--- src/timer16_pkg.sv ---
// constants, field layouts and register map of the 16-bit timer mode and flag block

package timer16_pkg;

    // =========================================================
    // bus geometry
    localparam int ADDR_W = 12;
    localparam int DATA_W = 32;
    localparam int IDX_W  = 8;

    // =========================================================
    // register indices; byte address is four times the index
    localparam logic [IDX_W-1:0] IDX_MODE_CTRL   = 8'h31;
    localparam logic [IDX_W-1:0] IDX_CTRL1       = 8'h32;
    localparam logic [IDX_W-1:0] IDX_FLAGS       = 8'h33;
    localparam logic [IDX_W-1:0] IDX_CAP1_HI     = 8'h34;
    localparam logic [IDX_W-1:0] IDX_CAP1_LO     = 8'h35;
    localparam logic [IDX_W-1:0] IDX_CMP1_HI     = 8'h36;
    localparam logic [IDX_W-1:0] IDX_CMP1_LO     = 8'h37;
    localparam logic [IDX_W-1:0] IDX_CNT_HI      = 8'h38;
    localparam logic [IDX_W-1:0] IDX_CNT_LO      = 8'h39;
    localparam logic [IDX_W-1:0] IDX_ALT_CNT_HI  = 8'h3a;
    localparam logic [IDX_W-1:0] IDX_ALT_CNT_LO  = 8'h3b;
    localparam logic [IDX_W-1:0] IDX_CAP2_HI     = 8'h3c;
    localparam logic [IDX_W-1:0] IDX_CAP2_LO     = 8'h3d;
    localparam logic [IDX_W-1:0] IDX_CMP2_HI     = 8'h3e;
    localparam logic [IDX_W-1:0] IDX_CMP2_LO     = 8'h3f;

    // =========================================================
    // reset values and counter top
    localparam logic [7:0]  MODE_RESET  = 8'h00;
    localparam logic [7:0]  CTRL1_RESET = 8'h00;
    localparam logic [15:0] CNT_RESET   = 16'hfffc;
    localparam logic [15:0] CNT_TOP     = 16'hffff;
    localparam logic [15:0] CMP_RESET   = 16'h8000;
    localparam logic [15:0] CAP_RESET   = 16'h0000;

    // =========================================================
    // status layout: five flags in bits 7:3, freeze in bit 2
    localparam int FLAG_N      = 5;
    localparam int FLAG_LSB    = 3;
    localparam int FREEZE_BIT  = 2;
    localparam int FL_CMP2     = 0;
    localparam int FL_CAP2     = 1;
    localparam int FL_OVF      = 2;
    localparam int FL_CMP1     = 3;
    localparam int FL_CAP1     = 4;

    // =========================================================
    // clock source codes and prescaler terminal counts
    localparam logic [1:0] CLK_DIV4 = 2'h0;
    localparam logic [1:0] CLK_DIV2 = 2'h1;
    localparam logic [1:0] CLK_DIV8 = 2'h2;
    localparam logic [1:0] CLK_EXT  = 2'h3;
    localparam int         PRE_W    = 3;
    localparam logic [PRE_W-1:0] PRE_TERM_DIV4 = 3'h3;
    localparam logic [PRE_W-1:0] PRE_TERM_DIV2 = 3'h1;
    localparam logic [PRE_W-1:0] PRE_TERM_DIV8 = 3'h7;

    // =========================================================
    // register layouts, msb first
    typedef struct packed {
        logic       cmp1_pin_enable;
        logic       cmp2_pin_enable;
        logic       single_pulse_select;
        logic       pwm_select;
        logic [1:0] clock_source_field;
        logic       cap2_edge_select;
        logic       ext_clock_edge_select;
    } mode_ctrl_type;

    typedef struct packed {
        logic cap_irq_enable;
        logic cmp_irq_enable;
        logic ovf_irq_enable;
        logic force_cmp2;
        logic force_cmp1;
        logic cmp2_level;
        logic cap1_edge_select;
        logic cmp1_level;
    } ctrl1_type;

endpackage

--- src/pin_edge_sync.sv ---
// three-stage pin synchroniser with selectable edge detector
`timescale 1ns/10ps

module pin_edge_sync (
    input  wire logic ref_clk,
    input  wire logic reset,
    input  wire logic clk_en,
    input  wire logic pin_in,
    input  wire logic rising_sel,
    output logic      edge_pulse
);

    logic s1_ff;
    logic s2_ff;
    logic s3_ff;
    logic stable_ff;
    logic agree;

    // =========================================================
    // synchroniser; a change counts once stages two and three agree
    always_ff @(posedge ref_clk) begin
        if (reset) begin
            s1_ff <= 1'b0;
            s2_ff <= 1'b0;
            s3_ff <= 1'b0;
        end else if (clk_en) begin
            s1_ff <= pin_in;
            s2_ff <= s1_ff;
            s3_ff <= s2_ff;
        end
    end

    assign agree = (s2_ff == s3_ff);

    always_ff @(posedge ref_clk) begin
        if (reset) begin
            stable_ff <= 1'b0;
        end else if (clk_en && agree) begin
            stable_ff <= s3_ff;
        end
    end

    // =========================================================
    // one pulse per qualified transition of the chosen polarity
    assign edge_pulse = clk_en && agree && (s3_ff != stable_ff) && (s3_ff == rising_sel);

endmodule

--- src/timer16_mode_and_status_control.sv ---
// 16-bit timer: clock selection, modes, compare pins, flags and apb registers
`timescale 1ns/10ps

module timer16_mode_and_status_control
    import timer16_pkg::*;
#(
    parameter bit HAS_EXT_PIN = 1'b1
) (
    input  wire logic              ref_clk,
    input  wire logic              reset,
    input  wire logic              clk_en,
    input  wire logic              psel,
    input  wire logic              penable,
    input  wire logic              pwrite,
    input  wire logic [ADDR_W-1:0] paddr,
    input  wire logic [DATA_W-1:0] pwdata,
    output logic      [DATA_W-1:0] prdata,
    output logic                   pready,
    output logic                   pslverr,
    input  wire logic              cap1_in_pin,
    input  wire logic              cap2_in_pin,
    input  wire logic              ext_count_pin,
    output logic                   cmp1_out_pin,
    output logic                   cmp1_out_en,
    output logic                   cmp2_out_pin,
    output logic                   cmp2_out_en,
    output logic                   timer_irq
);

    // =========================================================
    // state
    mode_ctrl_type          mode_ff;
    ctrl1_type              ctrl1_ff;
    logic                   freeze_ff;
    logic [FLAG_N-1:0]      flag_ff;
    logic [FLAG_N-1:0]      arm_ff;
    logic [15:0]            cnt_ff;
    logic [15:0]            cap1_ff;
    logic [15:0]            cap2_ff;
    logic [15:0]            cmp1_ff;
    logic [15:0]            cmp2_ff;
    logic [PRE_W-1:0]       pre_ff;
    logic                   lvl1_ff;
    logic                   lvl2_ff;
    logic                   irq_ff;
    logic [DATA_W-1:0]      rdata_ff;
    logic                   slverr_ff;

    // =========================================================
    // combinational signals
    logic [IDX_W-1:0]       reg_idx;
    logic                   addr_ok;
    logic                   setup_ph;
    logic                   acc_done;
    logic                   wr_acc;
    logic                   rd_acc;
    logic                   status_rd;
    logic                   cnt_lo_wr;
    logic [PRE_W-1:0]       pre_term;
    logic                   pre_tick;
    logic                   ext_allowed;
    logic                   tick;
    logic                   cap1_edge;
    logic                   cap2_edge;
    logic                   ext_edge;
    logic                   cmp1_match;
    logic                   cmp2_match;
    logic                   pwm_restart;
    logic                   pulse_start;
    logic                   wrap;
    logic [FLAG_N-1:0]      flag_set;
    logic [FLAG_N-1:0]      flag_clr_acc;
    logic [7:0]             status_byte;
    logic [7:0]             rd_byte;
    logic                   rd_hit;
    logic [7:0]             wbyte;
    ctrl1_type              wr_ctrl1;

    // =========================================================
    // pin inputs
    pin_edge_sync cap1_sync (
        .ref_clk    (ref_clk),
        .reset      (reset),
        .clk_en     (clk_en),
        .pin_in     (cap1_in_pin),
        .rising_sel (ctrl1_ff.cap1_edge_select),
        .edge_pulse (cap1_edge)
    );

    pin_edge_sync cap2_sync (
        .ref_clk    (ref_clk),
        .reset      (reset),
        .clk_en     (clk_en),
        .pin_in     (cap2_in_pin),
        .rising_sel (mode_ff.cap2_edge_select),
        .edge_pulse (cap2_edge)
    );

    pin_edge_sync ext_sync (
        .ref_clk    (ref_clk),
        .reset      (reset),
        .clk_en     (clk_en),
        .pin_in     (ext_count_pin),
        .rising_sel (mode_ff.ext_clock_edge_select),
        .edge_pulse (ext_edge)
    );

    // =========================================================
    // apb decode; one access cycle, no wait states while enabled
    assign reg_idx  = paddr[IDX_W+1:2];
    assign wbyte    = pwdata[7:0];
    assign wr_ctrl1 = ctrl1_type'(wbyte);
    assign setup_ph = psel && !penable;
    assign acc_done = psel && penable && clk_en;
    assign wr_acc   = acc_done && pwrite;
    assign rd_acc   = acc_done && !pwrite;
    assign pready   = clk_en;
    assign prdata   = rdata_ff;
    assign pslverr  = slverr_ff;

    always_comb begin
        addr_ok = (paddr[1:0] == 2'h0) && (paddr[ADDR_W-1:IDX_W+2] == '0)
                  && (reg_idx >= IDX_MODE_CTRL) && (reg_idx <= IDX_CMP2_LO);
    end

    // bus accesses stay live while frozen
    assign status_rd = rd_acc && addr_ok && (reg_idx == IDX_FLAGS);
    assign cnt_lo_wr = wr_acc && addr_ok
                       && (reg_idx == IDX_CNT_LO || reg_idx == IDX_ALT_CNT_LO);

    // =========================================================
    // prescaler and timer tick
    always_comb begin
        unique case (mode_ff.clock_source_field)
            CLK_DIV2: pre_term = PRE_TERM_DIV2;
            CLK_DIV8: pre_term = PRE_TERM_DIV8;
            default:  pre_term = PRE_TERM_DIV4;
        endcase
    end

    assign pre_tick    = (pre_ff >= pre_term);
    assign ext_allowed = HAS_EXT_PIN;

    always_comb begin
        if (freeze_ff) begin
            tick = 1'b0;
        end else if (mode_ff.clock_source_field == CLK_EXT) begin
            tick = ext_allowed && ext_edge;
        end else begin
            tick = clk_en && pre_tick;
        end
    end

    always_ff @(posedge ref_clk) begin
        if (reset) begin
            pre_ff <= '0;
        end else if (clk_en) begin
            // pulse start restarts the phase so a single pulse has an exact width
            if (cnt_lo_wr || pulse_start || (pre_tick && !freeze_ff)) begin
                pre_ff <= '0;
            end else if (!freeze_ff) begin
                pre_ff <= pre_ff + 1'b1;
            end
        end
    end

    // =========================================================
    // counter and mode events
    // compare logic is independent of the pin enables
    assign cmp1_match  = tick && (cnt_ff == cmp1_ff);
    assign cmp2_match  = tick && (cnt_ff == cmp2_ff);
    assign pwm_restart = mode_ff.pwm_select && cmp2_match;
    assign pulse_start = mode_ff.single_pulse_select && !mode_ff.pwm_select
                         && cap1_edge && !freeze_ff;
    assign wrap        = tick && (cnt_ff == CNT_TOP) && !pwm_restart;

    always_ff @(posedge ref_clk) begin
        if (reset) begin
            cnt_ff <= CNT_RESET;
        end else if (clk_en) begin
            if (cnt_lo_wr) begin
                cnt_ff <= CNT_RESET;
            end else if (pwm_restart || pulse_start) begin
                cnt_ff <= CNT_RESET;
            end else if (tick) begin
                cnt_ff <= cnt_ff + 16'h0001;
            end
        end
    end

    // =========================================================
    // input captures
    always_ff @(posedge ref_clk) begin
        if (reset) begin
            cap1_ff <= CAP_RESET;
            cap2_ff <= CAP_RESET;
        end else if (clk_en) begin
            if (cap1_edge) begin
                cap1_ff <= cnt_ff;
            end
            if (cap2_edge) begin
                cap2_ff <= cnt_ff;
            end
        end
    end

    // =========================================================
    // compare output levels
    // pulse modes: level 2 at period start, level 1 at compare-1 match
    always_ff @(posedge ref_clk) begin
        if (reset) begin
            lvl1_ff <= 1'b0;
            lvl2_ff <= 1'b0;
        end else if (clk_en) begin
            if (mode_ff.pwm_select || mode_ff.single_pulse_select) begin
                if (pwm_restart || pulse_start) begin
                    lvl1_ff <= ctrl1_ff.cmp2_level;
                end else if (cmp1_match) begin
                    lvl1_ff <= ctrl1_ff.cmp1_level;
                end
            end else if (cmp1_match) begin
                lvl1_ff <= ctrl1_ff.cmp1_level;
            end
            if (cmp2_match && !mode_ff.pwm_select) begin
                lvl2_ff <= ctrl1_ff.cmp2_level;
            end
            if (wr_acc && addr_ok && reg_idx == IDX_CTRL1) begin
                if (wr_ctrl1.force_cmp1) begin
                    lvl1_ff <= wr_ctrl1.cmp1_level;
                end
                if (wr_ctrl1.force_cmp2) begin
                    lvl2_ff <= wr_ctrl1.cmp2_level;
                end
            end
        end
    end

    // pins released to general-purpose use when disabled or frozen
    assign cmp1_out_pin = lvl1_ff;
    assign cmp2_out_pin = lvl2_ff;
    assign cmp1_out_en  = mode_ff.cmp1_pin_enable && !freeze_ff;
    assign cmp2_out_en  = mode_ff.cmp2_pin_enable && !freeze_ff;

    // =========================================================
    // software registers
    always_ff @(posedge ref_clk) begin
        if (reset) begin
            mode_ff   <= mode_ctrl_type'(MODE_RESET);
            ctrl1_ff  <= ctrl1_type'(CTRL1_RESET);
            freeze_ff <= 1'b0;
            cmp1_ff   <= CMP_RESET;
            cmp2_ff   <= CMP_RESET;
        end else if (clk_en && wr_acc && addr_ok) begin
            unique case (reg_idx)
                IDX_MODE_CTRL: mode_ff   <= mode_ctrl_type'(wbyte);
                IDX_CTRL1:     ctrl1_ff  <= ctrl1_type'(wbyte);
                // only the freeze bit of the status byte is writable
                IDX_FLAGS:     freeze_ff <= wbyte[FREEZE_BIT];
                IDX_CMP1_HI:   cmp1_ff[15:8] <= wbyte;
                IDX_CMP1_LO:   cmp1_ff[7:0]  <= wbyte;
                IDX_CMP2_HI:   cmp2_ff[15:8] <= wbyte;
                IDX_CMP2_LO:   cmp2_ff[7:0]  <= wbyte;
                default: ;
            endcase
        end
    end

    // =========================================================
    // event flags
    always_comb begin
        flag_set          = '0;
        flag_set[FL_CAP1] = cap1_edge || pwm_restart;
        flag_set[FL_CMP1] = cmp1_match;
        flag_set[FL_OVF]  = wrap;
        flag_set[FL_CAP2] = cap2_edge;
        flag_set[FL_CMP2] = cmp2_match;
    end

    // either access direction to the low byte qualifies
    always_comb begin
        flag_clr_acc          = '0;
        flag_clr_acc[FL_CAP1] = acc_done && addr_ok && reg_idx == IDX_CAP1_LO;
        flag_clr_acc[FL_CMP1] = acc_done && addr_ok && reg_idx == IDX_CMP1_LO;
        flag_clr_acc[FL_OVF]  = acc_done && addr_ok && reg_idx == IDX_CNT_LO;
        flag_clr_acc[FL_CAP2] = acc_done && addr_ok && reg_idx == IDX_CAP2_LO;
        flag_clr_acc[FL_CMP2] = acc_done && addr_ok && reg_idx == IDX_CMP2_LO;
    end

    // a new event in the clearing cycle keeps the flag set
    genvar gi;
    generate
        for (gi = 0; gi < FLAG_N; gi++) begin : g_flag
            always_ff @(posedge ref_clk) begin
                if (reset) begin
                    flag_ff[gi] <= 1'b0;
                    arm_ff[gi]  <= 1'b0;
                end else if (clk_en) begin
                    flag_ff[gi] <= flag_set[gi]
                                   || (flag_ff[gi] && !(arm_ff[gi] && flag_clr_acc[gi]));
                    if (arm_ff[gi] && flag_clr_acc[gi]) begin
                        arm_ff[gi] <= 1'b0;
                    end else if (status_rd && flag_ff[gi]) begin
                        arm_ff[gi] <= 1'b1;
                    end
                end
            end
        end
    endgenerate

    // =========================================================
    // interrupt request
    always_ff @(posedge ref_clk) begin
        if (reset) begin
            irq_ff <= 1'b0;
        end else if (clk_en) begin
            irq_ff <= (ctrl1_ff.cap_irq_enable && (flag_ff[FL_CAP1] || flag_ff[FL_CAP2]))
                   || (ctrl1_ff.cmp_irq_enable && (flag_ff[FL_CMP1] || flag_ff[FL_CMP2]))
                   || (ctrl1_ff.ovf_irq_enable && flag_ff[FL_OVF]);
        end
    end

    assign timer_irq = irq_ff;

    // =========================================================
    // read path, sampled in the setup cycle
    assign status_byte = {flag_ff, freeze_ff, 2'h0};

    always_comb begin
        rd_hit = 1'b1;
        unique case (reg_idx)
            IDX_MODE_CTRL:  rd_byte = mode_ff;
            IDX_CTRL1:      rd_byte = ctrl1_ff;
            IDX_FLAGS:      rd_byte = status_byte;
            IDX_CAP1_HI:    rd_byte = cap1_ff[15:8];
            IDX_CAP1_LO:    rd_byte = cap1_ff[7:0];
            IDX_CMP1_HI:    rd_byte = cmp1_ff[15:8];
            IDX_CMP1_LO:    rd_byte = cmp1_ff[7:0];
            IDX_CNT_HI:     rd_byte = cnt_ff[15:8];
            IDX_CNT_LO:     rd_byte = cnt_ff[7:0];
            IDX_ALT_CNT_HI: rd_byte = cnt_ff[15:8];
            IDX_ALT_CNT_LO: rd_byte = cnt_ff[7:0];
            IDX_CAP2_HI:    rd_byte = cap2_ff[15:8];
            IDX_CAP2_LO:    rd_byte = cap2_ff[7:0];
            IDX_CMP2_HI:    rd_byte = cmp2_ff[15:8];
            IDX_CMP2_LO:    rd_byte = cmp2_ff[7:0];
            default: begin
                rd_byte = 8'h00;
                rd_hit  = 1'b0;
            end
        endcase
    end

    always_ff @(posedge ref_clk) begin
        if (reset) begin
            rdata_ff  <= '0;
            slverr_ff <= 1'b0;
        end else if (clk_en && setup_ph) begin
            rdata_ff  <= (addr_ok && rd_hit && !pwrite) ? {24'h00_0000, rd_byte} : '0;
            slverr_ff <= !(addr_ok && rd_hit);
        end
    end

endmodule

--- config.mk ---
export PLATFORM = sky130hd
export DESIGN_NAME = timer16_mode_and_status_control
export DESIGN_NICKNAME = d
export VERILOG_FILES = /design/src/timer16_pkg.sv /design/src/pin_edge_sync.sv /design/src/timer16_mode_and_status_control.sv
export SDC_FILE = /design/constraint.sdc
export NUM_CORES = 1
export LEC_CHECK = 0
export BUFFER_PORTS_ARGS = -buffer_cell sky130_fd_sc_hd__buf_2
export CAP_MARGIN = 20
export CORE_UTILIZATION = 41
export CTS_CLUSTER_DIAMETER = 150
export DETAILED_ROUTE_END_ITERATION = 16
export MAX_ROUTING_LAYER = met4
export PLACE_DENSITY_LB_ADDON = 0.12
export SETUP_SLACK_MARGIN = 0.02
export SYNTH_ARGS = -nofsm -noshare
export SYNTH_HDL_FRONTEND = slang
export SYNTH_SLANG_ARGS = --single-unit
--- constraint.sdc ---
create_clock -name ref_clk -period 2.65 [get_ports ref_clk]
set_input_delay 0.265 -clock ref_clk [delete_from_list [all_inputs] [get_ports ref_clk]]
set_output_delay 0.265 -clock ref_clk [all_outputs]
set_load 0.02 [all_outputs]
==> run summary <==
status = finished, final reports clean
initial antenna violation count = 0
row cnt = 47
vias in the first global route = 5949
CTS buffer count = 17
DRT Pass-1 Iters = 6
clk buf depth = 2
gr usage total = 28.6%
clk_skew = 7.54 ps
EDFF count, synth = 0
R2R Path End = cnt_ff[14]$_SDFFE_PP1P_
async set-reset flop share out of synthesis = 0%
CTS resizes = 0
layout cells sized above 1 = 18.5%
Hold Vio Cnt, Final = 0
remaining global-route overflow = 0
Crit path arrival time = 2620 ps
WHS Endpoint = ext_sync.s1_ff$_SDFFE_PP0P_
synth top area cells = dfxtp_1, mux2i_1, nor2_1
RSZ-0062 raised after global routing = false
Yosys Warn Count = 0
gr busiest metal = met2
met1 GRT Util = 38.2%
fin crit period = 2310 ps
Worst VDD drop = 0.000503 V
worst hold slack = 73.6 ps
placed cell areas = 7620 um^2
Critical Path RT = 2950 ps
Worst Setup End Kind = flop
Core Area = 16700 um^2
hold path start = ext_count_pin
reg2reg start = mode_ff[2]$_SDFFE_PP0P_
clock tree from TritonCTS = built
Power per Cell Area = 564 nW/um^2
post-place setup slack = 376 ps
startpoint types = flop
GP Congestion = 0.944
Rel. slew slack = 50.4%
post-DP HPWL = 17900 um
Initial Utilization = 42.4%
CP max FO = 12
root buffer cell = clkbuf_16
max-slew violations = 0
drt first-iter violations = 596
WL/cell = 22.2 um
IO Count = 92
Leak = 3.39 nW
ys flop type = dfxtp_1
area grow syn2layout = 15.4%
Seq cells post-synth = 134
Post-Synthesis Cell Area = 7080 um^2
cell taking the most area after synthesis = dfxtp_1
M3 GR Usage = 5.52%
reg2reg setup slack = 340 ps
nets@finish = 909
Chip Width = 133 um
worst min-delay path category = in -> reg
highest clock rate = 0.432 GHz
# fillers = 1641
Clock Pin Slew Worst Setup and Hold Paths = 60 ps
CTS Sinks = 134
clk_lat worst skew = 430 ps
synth unique cells = 77
WL final = 24100 um
hold depth = 3
Max Cap Violations = 0
Post-CTS Repair Setup Buffers = 0
Setup WS post-layout = 336 ps
DIE AREA = 17800 um^2
Setup TNS Final = 0 ps
Vias/cell = 5.79
largest net degree at the start of global routing = 61
Hold Buf Count CTS = 0
mean post-synth cell area = 8.88 um^2
height of the die = 133 um
post-synthesis sequential area ratio = 37.9%
worst reg2reg path depth = 9
worst slew pin tran = 744 ps
grt met2 use = 43.1%
Cells after Synth = 798
Synth top area share = 37.9%
Remaining DRCs = 0
# port buffers = 43
fin area = 8170 um^2
first-pass GRT wire length = 36300 um
Setup violations, final = 0
Vias = 6281
H-tree depth = 4
Routed Antenna Nets = 0
number of diodes = 0
part of the cycle the worst path needs = 87.3%
Crit Path Class = reg -> reg
[Yosys cell counts, types with 6 or more instances]
| library cell | number |
|---|---|
| inv_1 | 10 |
| buf_2 | 27 |
| nand3b_1 | 7 |
| clkbuf_1 | 23 |
| nand2_1 | 63 |
| nor4_1 | 6 |
| nor2_1 | 113 |
| dfxtp_1 | 134 |
| xor2_1 | 23 |
| nor3_1 | 10 |
| nand3_1 | 21 |
| and3_1 | 7 |
| a221oi_1 | 6 |
| o21ai_0 | 20 |
| nor2b_1 | 8 |
| buf_4 | 28 |
| mux2i_1 | 88 |
| a21oi_1 | 38 |
| a22oi_1 | 13 |
| a21o_1 | 6 |
| xnor2_1 | 18 |
| nand4_1 | 11 |
[stage by stage]
stage / std cells / total power, mW / util [%]
after floorplan: 821 / 2.30 / -
after global placement: 1053 / 2.39 / 45.6
after detailed placement: 1053 / 2.39 / 45.6
after CTS: 1085 / 4.64 / 48.9
after global routing: 1085 / 4.76 / 48.9
final: 1085 / 4.61 / 48.9
[per-layer routing]
metal | share of wire (%) | vias to the layer above
met2 | 46 | 268
met1 | 45 | 3075
met5 | 0 | -
li1 | - | 2898
met3 | 6.6 | 40
met4 | 2.2 | 0
[cell type report]
| class | count | area (um^2) | area share (%) |
|---|---|---|---|
| Clock inverter | 15 | 129 | 1.58 |
| Sequential cell | 134 | 2680 | 32.8 |
| Tap cell | 220 | 275 | 3.37 |
| Clock buffer | 17 | 425 | 5.21 |
| Timing Repair Buffer | 94 | 613 | 7.50 |
| Multi-Input combinational cell | 594 | 4010 | 49.0 |
| Inverter | 11 | 41.3 | 0.505 |
[worst max-delay path by stage]
| stage | from | endpoint | slack (ps) | cells after the start |
|---|---|---|---|---|
| after floorplan | mode_ff[2]$_SDFFE_PP0P_ | cnt_ff[14]$_SDFFE_PP1P_ | 620 | 9 |
| after global placement | paddr[2] | prdata[7]$_SDFFE_PP0P_ | 360 | 7 |
| after detailed placement | paddr[8] | cmp1_out_pin$_SDFFE_PP0P_ | 380 | 9 |
| after CTS | mode_ff[2]$_SDFFE_PP0P_ | cnt_ff[14]$_SDFFE_PP1P_ | 380 | 9 |
| after global routing | mode_ff[2]$_SDFFE_PP0P_ | cnt_ff[9]$_SDFFE_PP1P_ | 210 | 9 |
| final | mode_ff[2]$_SDFFE_PP0P_ | cnt_ff[14]$_SDFFE_PP1P_ | 340 | 9 |
[layout by cell type, fill, tap and decap left out, drive strengths merged, types with 4 or more instances in the layout]
cell and instances:
dfxtp 134, nor2 115, buf 94, mux2i 88, nand2 64, a21oi 38
conb 24, xor2 23, nand3 23, o21ai 23, xnor2 18, clkbuf 17
nor3 17, inv 14, a22oi 13, nand4 12, nor4 10, nor2b 8
and3 7, nand3b 7, a221oi 7, clkinv 7, a21o 6, o22ai 6
a211oi 6, a32oi 5, a211o 4, a31oi 4, a221o 4, nand2b 4
ha 4, clkinvlp 4, nor4b 4
[flip-flops by register name (all words and copies together) (netlist names), 3 cells and up]
signal and flops:
prdata 8, arm_ff 5, mode_ff 8, cmp1_ff 16, pre_ff 3, cap2_ff 16
cap1_ff 16, flag_ff 5, ctrl1_ff 8, cnt_ff 16, cmp2_ff 16
[where the power goes]
group	internal, mW	leakage (nW)	total (mW)	switching, mW
Combinational	0.0929	2.05	0.314	0.221
Sequential	2.03	1.08	2.04	0.0129
Clock	1.29	0.266	2.25	0.963
[critical path: stages, from the launching register on]
cell and delay (ps):
dfxtp_1 390, nor2b_1 160, ha_1 240, a21o_1 180, a21oi_1 370, a211o_1 360, nor3_4 100, nor2_2 90
buf_4 200, nand3_1 100
[logic make-up after synthesis]
kind of cell,after synthesis,share of synthesized area [%]
compound gates,141,14.0
xor+xnor,41,5.07
fa+ha+maj,4,0.707
buf+inv,93,7.00
flops,134,37.9
mux,94,13.9
other cells,1,0.0529
simple gates,290,21.4
Power figures use the tool's default switching activity.
